File: src/hdl/dbs_pkg.sv
// Constants for the dual buck sequencing and fault controller
package dbs_pkg;
  localparam int unsigned CLK_HZ       = 125_000_000;
  localparam int unsigned CLK_MHZ      = CLK_HZ / 1_000_000;
  // Times and frequencies as specified
  localparam int unsigned START_DLY_US = 240;
  localparam int unsigned SS_TOTAL_US  = 13_000;
  localparam int unsigned PG_DLY_US    = 500;
  localparam int unsigned OV_BLANK_NS  = 1_500;
  localparam int unsigned UV_DLY_US    = 1_000;
  localparam int unsigned UV_BLANK_US  = 8_500;
  localparam int unsigned SKIP_MIN_HZ  = 33_000;
  localparam int unsigned FSW_LOW_HZ   = 300_000;
  localparam int unsigned FSW_MID_HZ   = 400_000;
  localparam int unsigned FSW_HIGH_HZ  = 600_000;
  // Cycle counts derived from the clock rate, then fixed tick and step counts and counter widths
  localparam int unsigned START_CYC = START_DLY_US * CLK_MHZ;
  localparam int unsigned RAMP_CYC  = SS_TOTAL_US * CLK_MHZ - START_CYC;
  localparam int unsigned PG_CYC    = PG_DLY_US * CLK_MHZ;
  localparam int unsigned OV_CYC    = (OV_BLANK_NS * CLK_MHZ + 999) / 1000;
  localparam int unsigned UV_CYC    = UV_DLY_US * CLK_MHZ;
  localparam int unsigned BLANK_CYC = UV_BLANK_US * CLK_MHZ;
  localparam int unsigned SKIP_CYC  = CLK_HZ / SKIP_MIN_HZ;
  localparam int unsigned PER_LOW   = CLK_HZ / FSW_LOW_HZ;
  localparam int unsigned PER_MID   = CLK_HZ / FSW_MID_HZ;
  localparam int unsigned PER_HIGH  = CLK_HZ / FSW_HIGH_HZ;
  localparam int unsigned OC_TICKS  = 16;
  localparam int unsigned PGW_TICKS = 128;
  localparam int unsigned RAMP_STEPS = 256;
  localparam int unsigned CNT_W     = 21;
  localparam int unsigned PER_W     = 12;
  // Register map
  localparam logic [7:0]  REG_CTRL   = 8'h00;
  localparam logic [7:0]  REG_STATUS = 8'h04;
  localparam logic [7:0]  REG_FAULT  = 8'h08;
  localparam logic [1:0]  CTRL_RESET = 2'h3;
  // Frequency select codes
  localparam logic [1:0]  FSEL_LOW  = 2'h0;
  localparam logic [1:0]  FSEL_MID  = 2'h1;
  localparam logic [1:0]  FSEL_HIGH = 2'h2;
  // Synchroniser vector layout: per channel block, then globals
  localparam int unsigned IN_EN = 0, IN_OV = 1, IN_UV = 2, IN_OC = 3, IN_SC = 4;
  localparam int unsigned IN_CMP = 5, IN_LIGHT = 6, IN_PREB = 7, IN_WIN = 8;
  localparam int unsigned CH_IN_W = 9;
  localparam int unsigned G_VINLO = 18, G_BIASLO = 19, G_THERM = 20, G_V2HI = 21;
  localparam int unsigned G_BYPREQ = 22, G_TRANS = 23, G_LDOEN = 24, G_SKIPHI = 25;
  localparam int unsigned G_SKIPLO = 26, G_AUXHI = 27, G_AUXMID = 28, G_FSEL = 29;
  localparam int unsigned IN_W = 31;

  typedef enum logic [5:0] {
    ST_OFF     = 6'b000001,
    ST_DELAY   = 6'b000010,
    ST_RAMP    = 6'b000100,
    ST_READY   = 6'b001000,
    ST_OVLATCH = 6'b010000,
    ST_LATCHED = 6'b100000
  } dbs_state_e;
endpackage : dbs_pkg

File: src/hdl/dbs_sequencer.sv
// Sequencing, switching mode and protection logic for two buck channels
module dbs_sequencer
  import dbs_pkg::*;
#(
  parameter int unsigned START_CYCLES = START_CYC,
  parameter int unsigned RAMP_CYCLES  = RAMP_CYC,
  parameter int unsigned PG_CYCLES    = PG_CYC,
  parameter int unsigned UV_CYCLES    = UV_CYC,
  parameter int unsigned BLANK_CYCLES = BLANK_CYC
) (
  input  wire logic        core_clk,
  input  wire logic        rst_n,
  input  wire logic        hsel,
  input  wire logic [31:0] haddr,
  input  wire logic [1:0]  htrans,
  input  wire logic        hwrite,
  input  wire logic [2:0]  hsize,
  input  wire logic [31:0] hwdata,
  input  wire logic        hready,
  output logic             hreadyout,
  output logic             hresp,
  output logic [31:0]      hrdata,
  input  wire logic [1:0]  channelEnable,
  input  wire logic [1:0]  overvoltageFlag,
  input  wire logic [1:0]  undervoltageFlag,
  input  wire logic [1:0]  overcurrentFlag,
  input  wire logic [1:0]  shortCircuitFlag,
  input  wire logic [1:0]  pwmCompareFlag,
  input  wire logic [1:0]  lightLoadFlag,
  input  wire logic [1:0]  rampAboveFeedback,
  input  wire logic [1:0]  feedbackInWindow,
  input  wire logic        inputSupplyLockout,
  input  wire logic        biasSupplyLockout,
  input  wire logic        thermalShutdownFlag,
  input  wire logic        channel2Above475,
  input  wire logic        fiveVoltRegulatorBypassIn,
  input  wire logic        transientFlag,
  input  wire logic        fiveVoltRegulatorEnablePin,
  input  wire logic        lightLoadModeHigh,
  input  wire logic        lightLoadModeLow,
  input  wire logic        auxRegulatorSelectHigh,
  input  wire logic        auxRegulatorSelectMid,
  input  wire logic [1:0]  frequencySelectCode,
  output logic [1:0]       highGate,
  output logic [1:0]       lowGate,
  output logic [1:0]       dischargeSwitch,
  output logic [15:0]      softStartRef,
  output logic             powerGoodOut,
  output logic             powerGoodOutOe,
  output logic             fiveVoltRegulatorEnable,
  output logic             fiveVoltBypass,
  output logic             auxRegulatorEnable,
  output logic             auxRegulatorSelect12v
);
  localparam int unsigned STEP_CYC = (RAMP_CYCLES / RAMP_STEPS > 0) ?
                                     RAMP_CYCLES / RAMP_STEPS : 1;

  logic [IN_W-1:0] rawIn;
  logic [IN_W-1:0] syncA_q, syncB_q, syncC_q, inF_q;
  logic            lockRst, thermal, boost, forcedMode, skipBoth;
  logic [PER_W-1:0] basePer, perLen, boostCnt_q;
  logic            transPrev_q;
  logic [1:0]      ctrl_q;
  logic [7:0]      wrAddr_q;
  logic            wrPend_q;
  logic [CNT_W-1:0] pgCnt_q;
  logic            pgDelayDone;
  logic [1:0]      chReady, chWinOk, ovLatched;

  dbs_state_e       state_q  [2];
  logic [CNT_W-1:0] seqCnt_q [2];
  logic [7:0]       level_q  [2];
  logic [CNT_W-1:0] blankCnt_q [2];
  logic [CNT_W-1:0] uvCnt_q  [2];
  logic [CNT_W-1:0] ovCnt_q  [2];
  logic [PER_W-1:0] perCnt_q [2];
  logic [PER_W-1:0] skipCnt_q [2];
  logic [4:0]       ocCnt_q  [2];
  logic [7:0]       winCnt_q [2];
  logic [1:0]       ocSeen_q, prebDone_q, lsOv_q, pulse_q, ovLatch_q, uvLatch_q, ocLatch_q;
  logic [1:0]       enPrev_q;

  assign rawIn = {frequencySelectCode, auxRegulatorSelectMid, auxRegulatorSelectHigh,
                  lightLoadModeLow, lightLoadModeHigh, fiveVoltRegulatorEnablePin,
                  transientFlag, fiveVoltRegulatorBypassIn, channel2Above475,
                  thermalShutdownFlag, biasSupplyLockout, inputSupplyLockout,
                  feedbackInWindow[1], rampAboveFeedback[1], lightLoadFlag[1],
                  pwmCompareFlag[1], shortCircuitFlag[1], overcurrentFlag[1],
                  undervoltageFlag[1], overvoltageFlag[1], channelEnable[1],
                  feedbackInWindow[0], rampAboveFeedback[0], lightLoadFlag[0],
                  pwmCompareFlag[0], shortCircuitFlag[0], overcurrentFlag[0],
                  undervoltageFlag[0], overvoltageFlag[0], channelEnable[0]};

  // Three-stage synchroniser, a change counts once stages two and three agree
  always_ff @(posedge core_clk or negedge rst_n) begin
    if (!rst_n) begin
      syncA_q <= '0;
      syncB_q <= '0;
      syncC_q <= '0;
      inF_q   <= '0;
    end else begin
      syncA_q <= rawIn;
      syncB_q <= syncA_q;
      syncC_q <= syncB_q;
      inF_q   <= (~(syncB_q ^ syncC_q) & syncC_q) | ((syncB_q ^ syncC_q) & inF_q);
    end
  end

  assign lockRst    = inF_q[G_VINLO] | inF_q[G_BIASLO];
  assign thermal    = inF_q[G_THERM];
  assign forcedMode = inF_q[G_SKIPHI];
  assign skipBoth   = inF_q[G_SKIPLO] & ~inF_q[G_SKIPHI];

  // Switching period from the frequency select code
  always_comb begin
    case (inF_q[G_FSEL +: 2])
      FSEL_LOW:  basePer = PER_W'(PER_LOW);
      FSEL_MID:  basePer = PER_W'(PER_MID);
      FSEL_HIGH: basePer = PER_W'(PER_HIGH);
      default:   basePer = PER_W'(PER_LOW);
    endcase
  end

  // Transient boost lasts one normal period at doubled rate
  always_ff @(posedge core_clk or negedge rst_n) begin
    if (!rst_n) begin
      boostCnt_q  <= '0;
      transPrev_q <= 1'b0;
    end else begin
      transPrev_q <= inF_q[G_TRANS];
      if (inF_q[G_TRANS] && !transPrev_q) begin
        boostCnt_q <= basePer;
      end else if (boostCnt_q != '0) begin
        boostCnt_q <= boostCnt_q - 1'b1;
      end
    end
  end
  assign boost  = boostCnt_q != '0;
  assign perLen = boost ? (basePer >> 1) : basePer;

  genvar ch;
  generate
    for (ch = 0; ch < 2; ch++) begin : g_ch
      logic en, ov, uv, oc, sc, cmp, light, preb, win, tick, forced_complementary_switching, ssAct, uvArmed;
      logic hsNext, lsNext, ocTrip, skipNow;
      assign en    = inF_q[ch*CH_IN_W + IN_EN] & ctrl_q[ch];
      assign ov    = inF_q[ch*CH_IN_W + IN_OV];
      assign uv    = inF_q[ch*CH_IN_W + IN_UV];
      assign oc    = inF_q[ch*CH_IN_W + IN_OC];
      assign sc    = inF_q[ch*CH_IN_W + IN_SC];
      assign cmp   = inF_q[ch*CH_IN_W + IN_CMP];
      assign light = inF_q[ch*CH_IN_W + IN_LIGHT];
      assign preb  = inF_q[ch*CH_IN_W + IN_PREB];
      assign win   = inF_q[ch*CH_IN_W + IN_WIN];
      assign tick  = perCnt_q[ch] == '0;
      assign ssAct = (state_q[ch] == ST_DELAY) || (state_q[ch] == ST_RAMP);
      // Channel 2 stays forced when the mode pin floats
      assign forced_complementary_switching  = ssAct || forcedMode || (!skipBoth && ch == 1);
      assign uvArmed = blankCnt_q[ch] == '0;
      assign ocTrip  = sc || (ocCnt_q[ch] == 5'(OC_TICKS));
      assign skipNow = !forced_complementary_switching && light && (skipCnt_q[ch] < PER_W'(SKIP_CYC - 1));

      // Soft-start and fault sequencer
      always_ff @(posedge core_clk or negedge rst_n) begin
        if (!rst_n) begin
          state_q[ch]  <= ST_OFF;
          seqCnt_q[ch] <= '0;
          level_q[ch]  <= '0;
          ovLatch_q[ch] <= 1'b0;
          uvLatch_q[ch] <= 1'b0;
          ocLatch_q[ch] <= 1'b0;
        end else if (lockRst || !en || thermal) begin
          state_q[ch]  <= ST_OFF;
          seqCnt_q[ch] <= '0;
          level_q[ch]  <= '0;
          ovLatch_q[ch] <= 1'b0;
          uvLatch_q[ch] <= 1'b0;
          ocLatch_q[ch] <= 1'b0;
        end else begin
          case (state_q[ch])
            ST_OFF: begin
              state_q[ch]  <= ST_DELAY;
              seqCnt_q[ch] <= '0;
            end
            ST_DELAY, ST_RAMP, ST_READY: begin
              if (ocTrip) begin
                state_q[ch]   <= ST_LATCHED;
                ocLatch_q[ch] <= 1'b1;
              end else if (ov && ovCnt_q[ch] == CNT_W'(OV_CYC - 1)) begin
                state_q[ch]   <= ST_OVLATCH;
                ovLatch_q[ch] <= 1'b1;
              end else if (uv && uvArmed && uvCnt_q[ch] == CNT_W'(UV_CYCLES)) begin
                state_q[ch]   <= ST_LATCHED;
                uvLatch_q[ch] <= 1'b1;
              end else if (state_q[ch] == ST_DELAY) begin
                if (seqCnt_q[ch] == CNT_W'(START_CYCLES - 1)) begin
                  state_q[ch]  <= ST_RAMP;
                  seqCnt_q[ch] <= '0;
                end else begin
                  seqCnt_q[ch] <= seqCnt_q[ch] + 1'b1;
                end
              end else if (state_q[ch] == ST_RAMP) begin
                if (seqCnt_q[ch] == CNT_W'(STEP_CYC - 1)) begin
                  seqCnt_q[ch] <= '0;
                  if (level_q[ch] == 8'hff) begin
                    state_q[ch] <= ST_READY;
                  end else begin
                    level_q[ch] <= level_q[ch] + 1'b1;
                  end
                end else begin
                  seqCnt_q[ch] <= seqCnt_q[ch] + 1'b1;
                end
              end
            end
            ST_OVLATCH, ST_LATCHED: begin
              state_q[ch] <= state_q[ch];
            end
            default: state_q[ch] <= ST_OFF;
          endcase
        end
      end

      // Protection timers: OV blanking, UV delay, UV blanking after enable
      always_ff @(posedge core_clk or negedge rst_n) begin
        if (!rst_n) begin
          ovCnt_q[ch]    <= '0;
          uvCnt_q[ch]    <= '0;
          blankCnt_q[ch] <= '0;
          enPrev_q[ch]   <= 1'b0;
        end else begin
          enPrev_q[ch] <= en;
          ovCnt_q[ch]  <= ov ? ovCnt_q[ch] + 1'b1 : '0;
          uvCnt_q[ch]  <= (uv && uvArmed) ? uvCnt_q[ch] + 1'b1 : '0;
          if (en && !enPrev_q[ch]) begin
            blankCnt_q[ch] <= CNT_W'(BLANK_CYCLES);
          end else if (!en || lockRst || thermal) begin
            blankCnt_q[ch] <= CNT_W'(BLANK_CYCLES);
          end else if (blankCnt_q[ch] != '0) begin
            blankCnt_q[ch] <= blankCnt_q[ch] - 1'b1;
          end
        end
      end

      // Switching period, skip counter and over-current tick counter
      always_ff @(posedge core_clk or negedge rst_n) begin
        if (!rst_n) begin
          perCnt_q[ch]  <= '0;
          skipCnt_q[ch] <= '0;
          pulse_q[ch]   <= 1'b0;
          ocSeen_q[ch]  <= 1'b0;
          ocCnt_q[ch]   <= '0;
        end else if (state_q[ch] == ST_OFF) begin
          perCnt_q[ch]  <= '0;
          skipCnt_q[ch] <= '0;
          pulse_q[ch]   <= 1'b0;
          ocSeen_q[ch]  <= 1'b0;
          ocCnt_q[ch]   <= '0;
        end else begin
          if (tick) begin
            perCnt_q[ch] <= perLen - 1'b1;
            pulse_q[ch]  <= !skipNow && !oc;
            ocSeen_q[ch] <= oc;
            ocCnt_q[ch]  <= ocSeen_q[ch] ? ocCnt_q[ch] + 1'b1 : '0;
          end else begin
            perCnt_q[ch] <= perCnt_q[ch] - 1'b1;
            if (cmp || oc) begin
              pulse_q[ch] <= 1'b0;
            end
            if (oc) begin
              ocSeen_q[ch] <= 1'b1;
            end
          end
          if (tick && !skipNow) begin
            skipCnt_q[ch] <= '0;
          end else if (skipCnt_q[ch] != PER_W'(SKIP_CYC - 1)) begin
            skipCnt_q[ch] <= skipCnt_q[ch] + 1'b1;
          end
        end
      end

      // Pre-bias hold and latched over-voltage low-gate tracking
      always_ff @(posedge core_clk or negedge rst_n) begin
        if (!rst_n) begin
          prebDone_q[ch] <= 1'b0;
          lsOv_q[ch]     <= 1'b0;
        end else begin
          if (state_q[ch] == ST_OFF) begin
            prebDone_q[ch] <= 1'b0;
          end else if (preb) begin
            prebDone_q[ch] <= 1'b1;
          end
          if (state_q[ch] != ST_OVLATCH) begin
            lsOv_q[ch] <= 1'b1;
          end else if (ov) begin
            lsOv_q[ch] <= 1'b1;
          end else if (uv) begin
            lsOv_q[ch] <= 1'b0;
          end
        end
      end

      // Gate commands
      always_comb begin
        hsNext = 1'b0;
        lsNext = 1'b0;
        case (state_q[ch])
          ST_RAMP, ST_READY: begin
            if (ov) begin
              hsNext = 1'b0;
              lsNext = 1'b1;
            end else begin
              hsNext = pulse_q[ch];
              if (!prebDone_q[ch]) begin
                lsNext = 1'b0;
              end else if (forced_complementary_switching) begin
                lsNext = !pulse_q[ch];
              end else begin
                lsNext = !pulse_q[ch] && !light;
              end
            end
          end
          ST_DELAY: begin
            hsNext = 1'b0;
            lsNext = ov;
          end
          ST_OVLATCH: begin
            hsNext = 1'b0;
            lsNext = lsOv_q[ch];
          end
          ST_OFF, ST_LATCHED: begin
            hsNext = 1'b0;
            lsNext = 1'b0;
          end
          default: begin
            hsNext = 1'b0;
            lsNext = 1'b0;
          end
        endcase
      end

      always_ff @(posedge core_clk or negedge rst_n) begin
        if (!rst_n) begin
          highGate[ch]        <= 1'b0;
          lowGate[ch]         <= 1'b0;
          dischargeSwitch[ch] <= 1'b1;
          softStartRef[ch*8 +: 8] <= '0;
        end else begin
          highGate[ch] <= hsNext && !thermal && !lockRst;
          lowGate[ch]  <= lsNext && !thermal && !lockRst;
          dischargeSwitch[ch] <= !en || uvLatch_q[ch] || ocLatch_q[ch] || thermal;
          softStartRef[ch*8 +: 8] <= level_q[ch];
        end
      end

      // Feedback window counted in switching ticks
      always_ff @(posedge core_clk or negedge rst_n) begin
        if (!rst_n) begin
          winCnt_q[ch] <= '0;
        end else if (!win || state_q[ch] == ST_OFF) begin
          winCnt_q[ch] <= '0;
        end else if (tick && winCnt_q[ch] != 8'(PGW_TICKS)) begin
          winCnt_q[ch] <= winCnt_q[ch] + 1'b1;
        end
      end

      assign chReady[ch]   = state_q[ch] == ST_READY;
      assign chWinOk[ch]   = win && winCnt_q[ch] == 8'(PGW_TICKS);
      assign ovLatched[ch] = ovLatch_q[ch];
    end
  endgenerate

  // Power-good delay after both channels ready
  always_ff @(posedge core_clk or negedge rst_n) begin
    if (!rst_n) begin
      pgCnt_q <= '0;
    end else if (!(&chReady)) begin
      pgCnt_q <= '0;
    end else if (!pgDelayDone) begin
      pgCnt_q <= pgCnt_q + 1'b1;
    end
  end
  assign pgDelayDone = pgCnt_q == CNT_W'(PG_CYCLES);

  // Open-drain power-good: enable pulls the pin low
  always_ff @(posedge core_clk or negedge rst_n) begin
    if (!rst_n) begin
      powerGoodOut   <= 1'b0;
      powerGoodOutOe <= 1'b1;
    end else begin
      powerGoodOut   <= 1'b0;
      powerGoodOutOe <= !(pgDelayDone && (&chWinOk) && !(|ovLatched));
    end
  end

  // Linear regulators and switchover
  always_ff @(posedge core_clk or negedge rst_n) begin
    if (!rst_n) begin
      fiveVoltBypass          <= 1'b0;
      fiveVoltRegulatorEnable <= 1'b0;
      auxRegulatorEnable      <= 1'b0;
      auxRegulatorSelect12v   <= 1'b0;
    end else begin
      fiveVoltBypass <= inF_q[G_V2HI] ||
                        (state_q[1] != ST_OFF && inF_q[G_BYPREQ]);
      fiveVoltRegulatorEnable <= inF_q[G_LDOEN] && !inF_q[G_V2HI] &&
                                 !(state_q[1] != ST_OFF && inF_q[G_BYPREQ]);
      auxRegulatorEnable <= !inF_q[G_BIASLO] &&
                            (inF_q[G_AUXHI] || inF_q[G_AUXMID]);
      auxRegulatorSelect12v <= inF_q[G_AUXHI];
    end
  end

  // AHB-Lite slave, zero wait states
  always_ff @(posedge core_clk or negedge rst_n) begin
    if (!rst_n) begin
      hreadyout <= 1'b0;
      hresp     <= 1'b0;
      hrdata    <= '0;
      wrPend_q  <= 1'b0;
      wrAddr_q  <= '0;
      ctrl_q    <= CTRL_RESET;
    end else begin
      hreadyout <= 1'b1;
      hresp     <= 1'b0;
      wrPend_q  <= hsel && hready && htrans[1] && hwrite && hsize == 3'h2 &&
                   haddr[31:8] == '0;
      wrAddr_q  <= haddr[7:0];
      if (wrPend_q && wrAddr_q == REG_CTRL) begin
        ctrl_q <= hwdata[1:0];
      end
      if (hsel && hready && htrans[1] && !hwrite && haddr[31:8] == '0) begin
        case (haddr[7:0])
          REG_CTRL:   hrdata <= {30'h0, ctrl_q};
          REG_STATUS: hrdata <= {9'h0, auxRegulatorSelect12v, auxRegulatorEnable,
                                 fiveVoltBypass, fiveVoltRegulatorEnable,
                                 inF_q[G_FSEL +: 2], !powerGoodOutOe,
                                 2'h0, state_q[1], 2'h0, state_q[0]};
          REG_FAULT:  hrdata <= {14'h0, lockRst, thermal, 5'h0, ocLatch_q[1],
                                 uvLatch_q[1], ovLatch_q[1], 5'h0, ocLatch_q[0],
                                 uvLatch_q[0], ovLatch_q[0]};
          default:    hrdata <= '0;
        endcase
      end
    end
  end
endmodule : dbs_sequencer

File: config.mk
export PLATFORM = sky130hd
export DESIGN_NAME = dbs_sequencer
export DESIGN_NICKNAME = d
export VERILOG_FILES = /design/src/hdl/dbs_pkg.sv /design/src/hdl/dbs_sequencer.sv
export SDC_FILE = /design/constraint.sdc
export NUM_CORES = 1
export LEC_CHECK = 0
export ABC_AREA = 1
export BUFFER_PORTS_ARGS = -buffer_cell sky130_fd_sc_hd__buf_2
export CORE_MARGIN = 1.5
export CORE_UTILIZATION = 45
export CTS_CLUSTER_SIZE = 12
export DETAILED_ROUTE_END_ITERATION = 6
export PLACE_DENSITY_LB_ADDON = 0.25
export REMOVE_ABC_BUFFERS = 1
export SETUP_SLACK_MARGIN = 0.5
export SLEW_MARGIN = 20
export SYNTH_ARGS = -nofsm -noshare
export SYNTH_HDL_FRONTEND = slang
export SYNTH_SLANG_ARGS = --single-unit
File: constraint.sdc
create_clock -name core_clk -period 6.1 [get_ports core_clk]
set_input_delay 0.305 -clock core_clk [delete_from_list [all_inputs] [get_ports core_clk]]
set_output_delay 0.305 -clock core_clk [all_outputs]
set_load 0.01 [all_outputs]
; After elaboration in Yosys (flattened, before gate mapping)
; Index checks and enable logic that the tools add are counted.
[op_classes]
n_addsub = 21
magnitude_cmp = 2
n_eq_ne = 68
mux = 151
reduce_logical = 157
bitwise_logic = 10
[ops]
columns = operator, count
row1 = 2-to-1 mux 21 bit, 28
row2 = 2-to-1 mux 8 bit, 22
row3 = 2-to-1 mux 12 bit, 13
row4 = "adder 21 x 1 -> 21 bit, second input constant", 7
row5 = 2-to-1 mux 6 bit, 18
row6 = one-hot mux 21 bit (2 select lines), 2
row7 = one-hot mux 23 bit (3 select lines), 1
row8 = bitwise AND 31 bit, 2
row9 = 2-to-1 mux 1 bit, 56
row10 = "!= test 7 bit, second input constant", 8
row11 = "subtractor 12 x 1 -> 12 bit, second input constant", 4
row12 = logical AND 1 bit, 45
row13 = "== test 21 x 13 -> 1 bit, second input constant", 2
row14 = "== test 21 x 15 -> 1 bit, second input constant", 2
row15 = "== test 21 x 17 -> 1 bit, second input constant", 2
row16 = "== test 21 x 8 -> 1 bit, second input constant", 2
row17 = zero test 21 bit, 2
row18 = nonzero test 21 bit, 2
row19 = "subtractor 21 x 1 -> 21 bit, second input constant", 2
row20 = nonzero test 2 bit, 19
row21 = one-hot mux 6 bit (3 select lines), 2
row22 = nonzero test 3 bit, 12
row23 = "adder 8 x 1 -> 8 bit, second input constant", 4
row24 = "== test 8 bit, second input constant", 4
row25 = other kinds (46), 148
[word_totals]
reg_bits = 515

; Longest topological paths before layout
[depth]
word_depth = 11
depth_mapped = 15

; Least setup slack after synthesis
; OpenSTA, ideal clock, no wires.
[synth_path]
kind = register to register
from = reg boostCnt_q[0]
to = reg perCnt_q[3] (netlist bit)
path_buffers = 0
setup_slack_ps = 4186
t_arrival_ps = 1832
t_required_ps = 6018
stages_incl_launch_ff = 12
setup_ps = 82
cell_sequence = dfrtp_1 inv_1 ha_1 inv_1 nor2_1 nand2_1 nor3_4 nand2_1 o21ai_0 inv_1 ha_1 o22ai_1
[synth_via]
elab_chain_len = 5
[synth_rtl]
columns = element, line_no
row1 = from (decl), dbs_sequencer.sv:61  ; logic [PER_W-1:0] basePer, perLen, boostCnt_q;
row2 = from (signal assigned), dbs_sequencer.sv:132  ; boostCnt_q <= basePer;
row3 = from (signal assigned), dbs_sequencer.sv:134  ; boostCnt_q <= boostCnt_q - 1'b1;
row4 = nonzero test 12 bit, dbs_sequencer.sv:138  ; assign boost = boostCnt_q != '0;
row5 = 2-to-1 mux 12 bit, dbs_sequencer.sv:139  ; assign perLen = boost ? (basePer >> 1) : basePer;
row6 = subtractor 12 x 1 -> 12 bit, dbs_sequencer.sv:260  ; perCnt_q[ch] <= perLen - 1'b1;
row7 = 2-to-1 mux 12 bit, dbs_sequencer.sv:259  ; if (tick) begin
row8 = 2-to-1 mux 12 bit, dbs_sequencer.sv:252  ; end else if (state_q[ch] == ST_OFF) begin
row9 = "to (signal, indexed assignment)", dbs_sequencer.sv:260
row10 = "to (signal, indexed assignment)", dbs_sequencer.sv:265  ; perCnt_q[ch] <= perCnt_q[ch] - 1'b1;
row11 = to (decl), dbs_sequencer.sv:76  ; logic [PER_W-1:0] perCnt_q [2];
; Every way passes these cells.
; A chain may end at the register's enable or synchronous reset.

; Worst setup path in the final report
[layout_path]
from = reg state_q[9] (netlist bit)
to = reg seqCnt_q[37] (netlist bit)
[layout_via]
elab_chain_len = 7
elab_cells_between_ends = 17
cone_classes = eq/ne (8) / mux (6) / reduce/logical (3)
[layout_rtl]
columns = element, line_no
row1 = from (decl), dbs_sequencer.sv:70  ; dbs_state_e state_q [2];
row2 = "from (signal, indexed assignment)", dbs_sequencer.sv:216  ; state_q[ch] <= state_q[ch];
row3 = == test 6 x 2 -> 1 bit, "dbs_sequencer.sv:180, dbs_sequencer.sv:195"
row4 = 2-to-1 mux 21 bit, dbs_sequencer.sv:195  ; end else if (state_q[ch] == ST_DELAY) begin
row5 = 2-to-1 mux 21 bit, dbs_sequencer.sv:192  ; end else if (uv && uvArmed && uvCnt_q[ch] == CNT_W'(UV_CYCLES)) begin
row6 = 2-to-1 mux 21 bit, dbs_sequencer.sv:189  ; end else if (ov && ovCnt_q[ch] == CNT_W'(OV_CYC - 1)) begin
row7 = 2-to-1 mux 21 bit, dbs_sequencer.sv:186  ; if (ocTrip) begin
row8 = one-hot mux 21 bit (2 select lines), dbs_sequencer.sv:180  ; case (state_q[ch])
row9 = 2-to-1 mux 21 bit, dbs_sequencer.sv:172  ; end else if (lockRst || !en || thermal) begin
row10 = "to (signal, indexed assignment)", dbs_sequencer.sv:200  ; seqCnt_q[ch] <= seqCnt_q[ch] + 1'b1;
row11 = "to (signal, indexed assignment)", dbs_sequencer.sv:211  ; seqCnt_q[ch] <= seqCnt_q[ch] + 1'b1;
row12 = to (decl), dbs_sequencer.sv:71  ; logic [CNT_W-1:0] seqCnt_q [2];
; Parallel ways exist; a longest one is shown, timed or not. The select of a mux whose other input is x is not followed.

==> metrics.cfg <==
[synthesis]
syn_area_per_cell_um2=8.33
post-synth-top-area-cell=dfrtp_1
synth.most_common_cell=nand2_1
synth-seq-area-share_pct=51.3
synthCells=2941
netlist_top_cells_count=nand2_1 (540), dfrtp_1 (495), nor2_1 (389), inv_1 (372), nand3_1 (209)
async_flop_share_pct=100
synth_area_um2=24500
ys_ff_latch=502
yosysWarnings=0
synthTopCellsByArea=dfrtp_1 (51%), nand2_1 (8.3%), nor2_1 (6.0%), inv_1 (5.7%), nand3_1 (4.3%)
synth_ff_type=dfrtp_1
synth.top_cell.area_share_pct=50.6
synthDistinctLibCells=58
synth_edf_count=0

[sta]
timing.fmax_ghz=0.315
finalClockSkew_ns=0.0222
worstMarginPinSlew_ns=0.996
timing.final.crit_share_pct=52.1
finalSetupTns_ns=0
hold_viol=0
slew_headroom_pct=33.0
slew_viol_final=0
rsz0062_at_grt=no
setup_viol=0
finalCriticalPeriod_ns=3.18

[worst_setup_path]
cp-end-kind=flip-flop
critical_path_class=flip-flop to flip-flop
worst-path-max-fanout=21
crit_path_max_incr_delay_ns=0.72
path_common_cell=nand2_1
worstPathArrival_ns=3.71
crit_chain=nor2_1, nand3_1, nand3_2, inv_2, nand3_1, nand2_1, a21oi_2, nand2_1, nand2_1
slowest_stage=a21oi_2
critPathLaunchType=flip-flop
crit_required_ns=6.64

[detailed_routing]
ant_nets=0
drc=0
drt_first_pass_iters=5
vias_per_cell=5.23
post_drt_wl_per_cell_um=15.3
wl_um=58700
vias=20100
drt_iter0_markers=1393

[power_and_ir_drop]
p_int_mw=5.55
p_sw_share_pct=22.6
comb_power_share_pct=4.4
clockPowerShare_pct=46.8
seq_power_share_pct=48.8
p_leak_nw=12.9
p_sw_mw=1.62
ir_worst_vdd_mv=0.252
powerDensity_nw_per_um2=256

[clocking]
clkLatencyLatePin_ns=0.61
clockRootBuffer=clkbuf_16
cts_resized=0
post_cts_buffers=0
cts_hold_buf=46
cts_tree=yes
cts.path.max_buffers=3
htreeDepth=2
clkTransAtPathRegs_ns=0.06
cts_sinks=502
cts_buffers=55

[place]
hpwlAfterDp_um=41900
placed_area_um2=25700
place_congestion=0.920
io_buffers=120

[final_layout]
nets=3258
area_growth_syn_to_layout_pct=14.3
nFillCells=4957
final_area_um2=28000
register_area_um2=12600
drive_above_1_share_pct=8.66
multiInputGateArea_um2=10200
antennaDiodeCount=0

[global_route]
gr-total-overflow=0
grt_usage_pct=21.0
grt_pass1_vias=19400
grt_pass1_wl_um=96900
grt_max_degree=161
antenna_found_initial=0

[die]
fp.dieH_um=236
dieArea_um2=55900
coreArea_um2=53800
ios=167
rows=85
die_x_um=236
start_util_pct=45.5

[outcome]
status=complete, no violations

[min_path]
hold_path.class=input pin to asynchronous set/reset pin

[job]
maxCapViolCount=0

[metal layers]
layer / GRT usage, % / up-vias / routed length [um]
li1: - / 10000 / -
met1: 28.9 / 9574 / 27200
met2: 34.5 / 459 / 27200
met3: 2.97 / 81 / 3010
met4: 6.25 / 0 / 1330
met5: 0 / - / 0
[area by class of cell]
cell class,instances,area share (%)
well taps,696,3.11
clock inverters,21,0.898
flip-flops and latches,502,44.9
clock buffers,77,5.64
inverters,381,5.11
repair buffers,172,4.12
multi-input cells,2001,36.3
[through the flow]
stage | hold WS (ns) | setup slack (ns) | util (%) | cells | power (mW)
after floorplan | 0.00941 | 3.92 | - | 2884 | 3.69
after global placement | 0.334 | 2.93 | 47.8 | 3706 | 3.84
after detailed placement | 0.335 | 2.92 | 47.8 | 3706 | 3.86
after CTS | 0.286 | 2.90 | 52.1 | 3850 | 7.28
after global routing | 0.314 | 2.64 | 52.1 | 3850 | 7.46
final | 0.295 | 2.92 | 52.1 | 3850 | 7.17
[kinds of logic (layout without fill, tap and decap cells)]
| kind of cell | Yosys count | in the layout | synth area share, % |
|---|---|---|---|
| flip-flops | 502 | 502 | 51.3 |
| AO/OA/AOI/OAI | 378 | 378 | 8.56 |
| buffers and inverters | 452 | 651 | 7.45 |
| AND/OR/NAND/NOR | 1457 | 1457 | 26.5 |
| adder cells (fa/ha/maj) | 71 | 71 | 3.31 |
| other | 2 | 16 | 0.0307 |
| XOR/XNOR | 76 | 76 | 2.72 |
| multiplexers | 3 | 3 | 0.133 |
[cells in the final DEF (no fill, tap or decap), types with 8 or more instances in the layout]
master and n:
nand2_1 540, dfrtp_1 495, nor2_1 389, inv_1 372
nand3_1 209, o21ai_0 133, a21oi_1 132, nor3_1 122
buf_2 119, nand4_1 107, xor2_1 64, clkbuf_16 56
dlygate4sd3_1 46, ha_1 40, maj3_1 31, nor4_1 26
o22ai_1 22, o21ai_1 21, conb_1 16, nor2_2 14
a211oi_1 13, xnor2_1 12, clkinv_2 12, a31oi_1 11
clkbuf_1 11, o21a_1 10, o31ai_1 10, clkbuf_8 10
nor3b_1 9, o211ai_1 8
[final timing paths]
check,start,end,slack (ns),cells past startpoint
worst max-delay path,state_q[9]$_DFFE_PN0P_,seqCnt_q[37]$_DFFE_PN0P_,2.92,9
worst min-delay path,rst_n,syncC_q[11]$_DFF_PN0_,0.30,2
worst max register to register,state_q[9]$_DFFE_PN0P_,seqCnt_q[37]$_DFFE_PN0P_,2.92,9
worst min register to register,syncA_q[11]$_DFF_PN0_,syncB_q[11]$_DFF_PN0_,0.35,0
max in group asynchronous,rst_n,pgCnt_q[11]$_DFFE_PN0P_,4.40,3
min in group core_clk,overcurrentFlag[1],syncA_q[12]$_DFF_PN0_,0.33,2
[critical path: cells and delay by family, from the launching register on]
kind,cells,cell delay (ns)
DFF,1,0.40
AOI/OAI and AO/OA,1,0.72
and+or+nand+nor,7,1.73
buffers and inverters,1,0.23
[power groups by stage]
stage | Combinational, mW | Sequential (mW) | Clock, mW
6_report | 0.313 | 3.50 | 3.36
5_1_grt | 0.364 | 3.51 | 3.59
3_5_place_dp | 0.296 | 3.56 | 0
2_1_floorplan | 0.151 | 3.54 | 0
4_1_cts | 0.319 | 3.50 | 3.46
3_3_place_gp | 0.287 | 3.56 | 0
[registers in the layout, indices dropped and copies added, names as in the netlist, 8 cells and up, named ones only]
register	cells
syncA_q	31
syncB_q	31
pgCnt_q	21
blankCnt_q	42
syncC_q	31
softStartRef	16
level_q	16
uvCnt_q	42
boostCnt_q	12
seqCnt_q	42
ovCnt_q	42
skipCnt_q	24
ocCnt_q	10
hrdata	19
wrAddr_q	8
perCnt_q	24
state_q	12
winCnt_q	16
(Power assumes the default switching activity.)
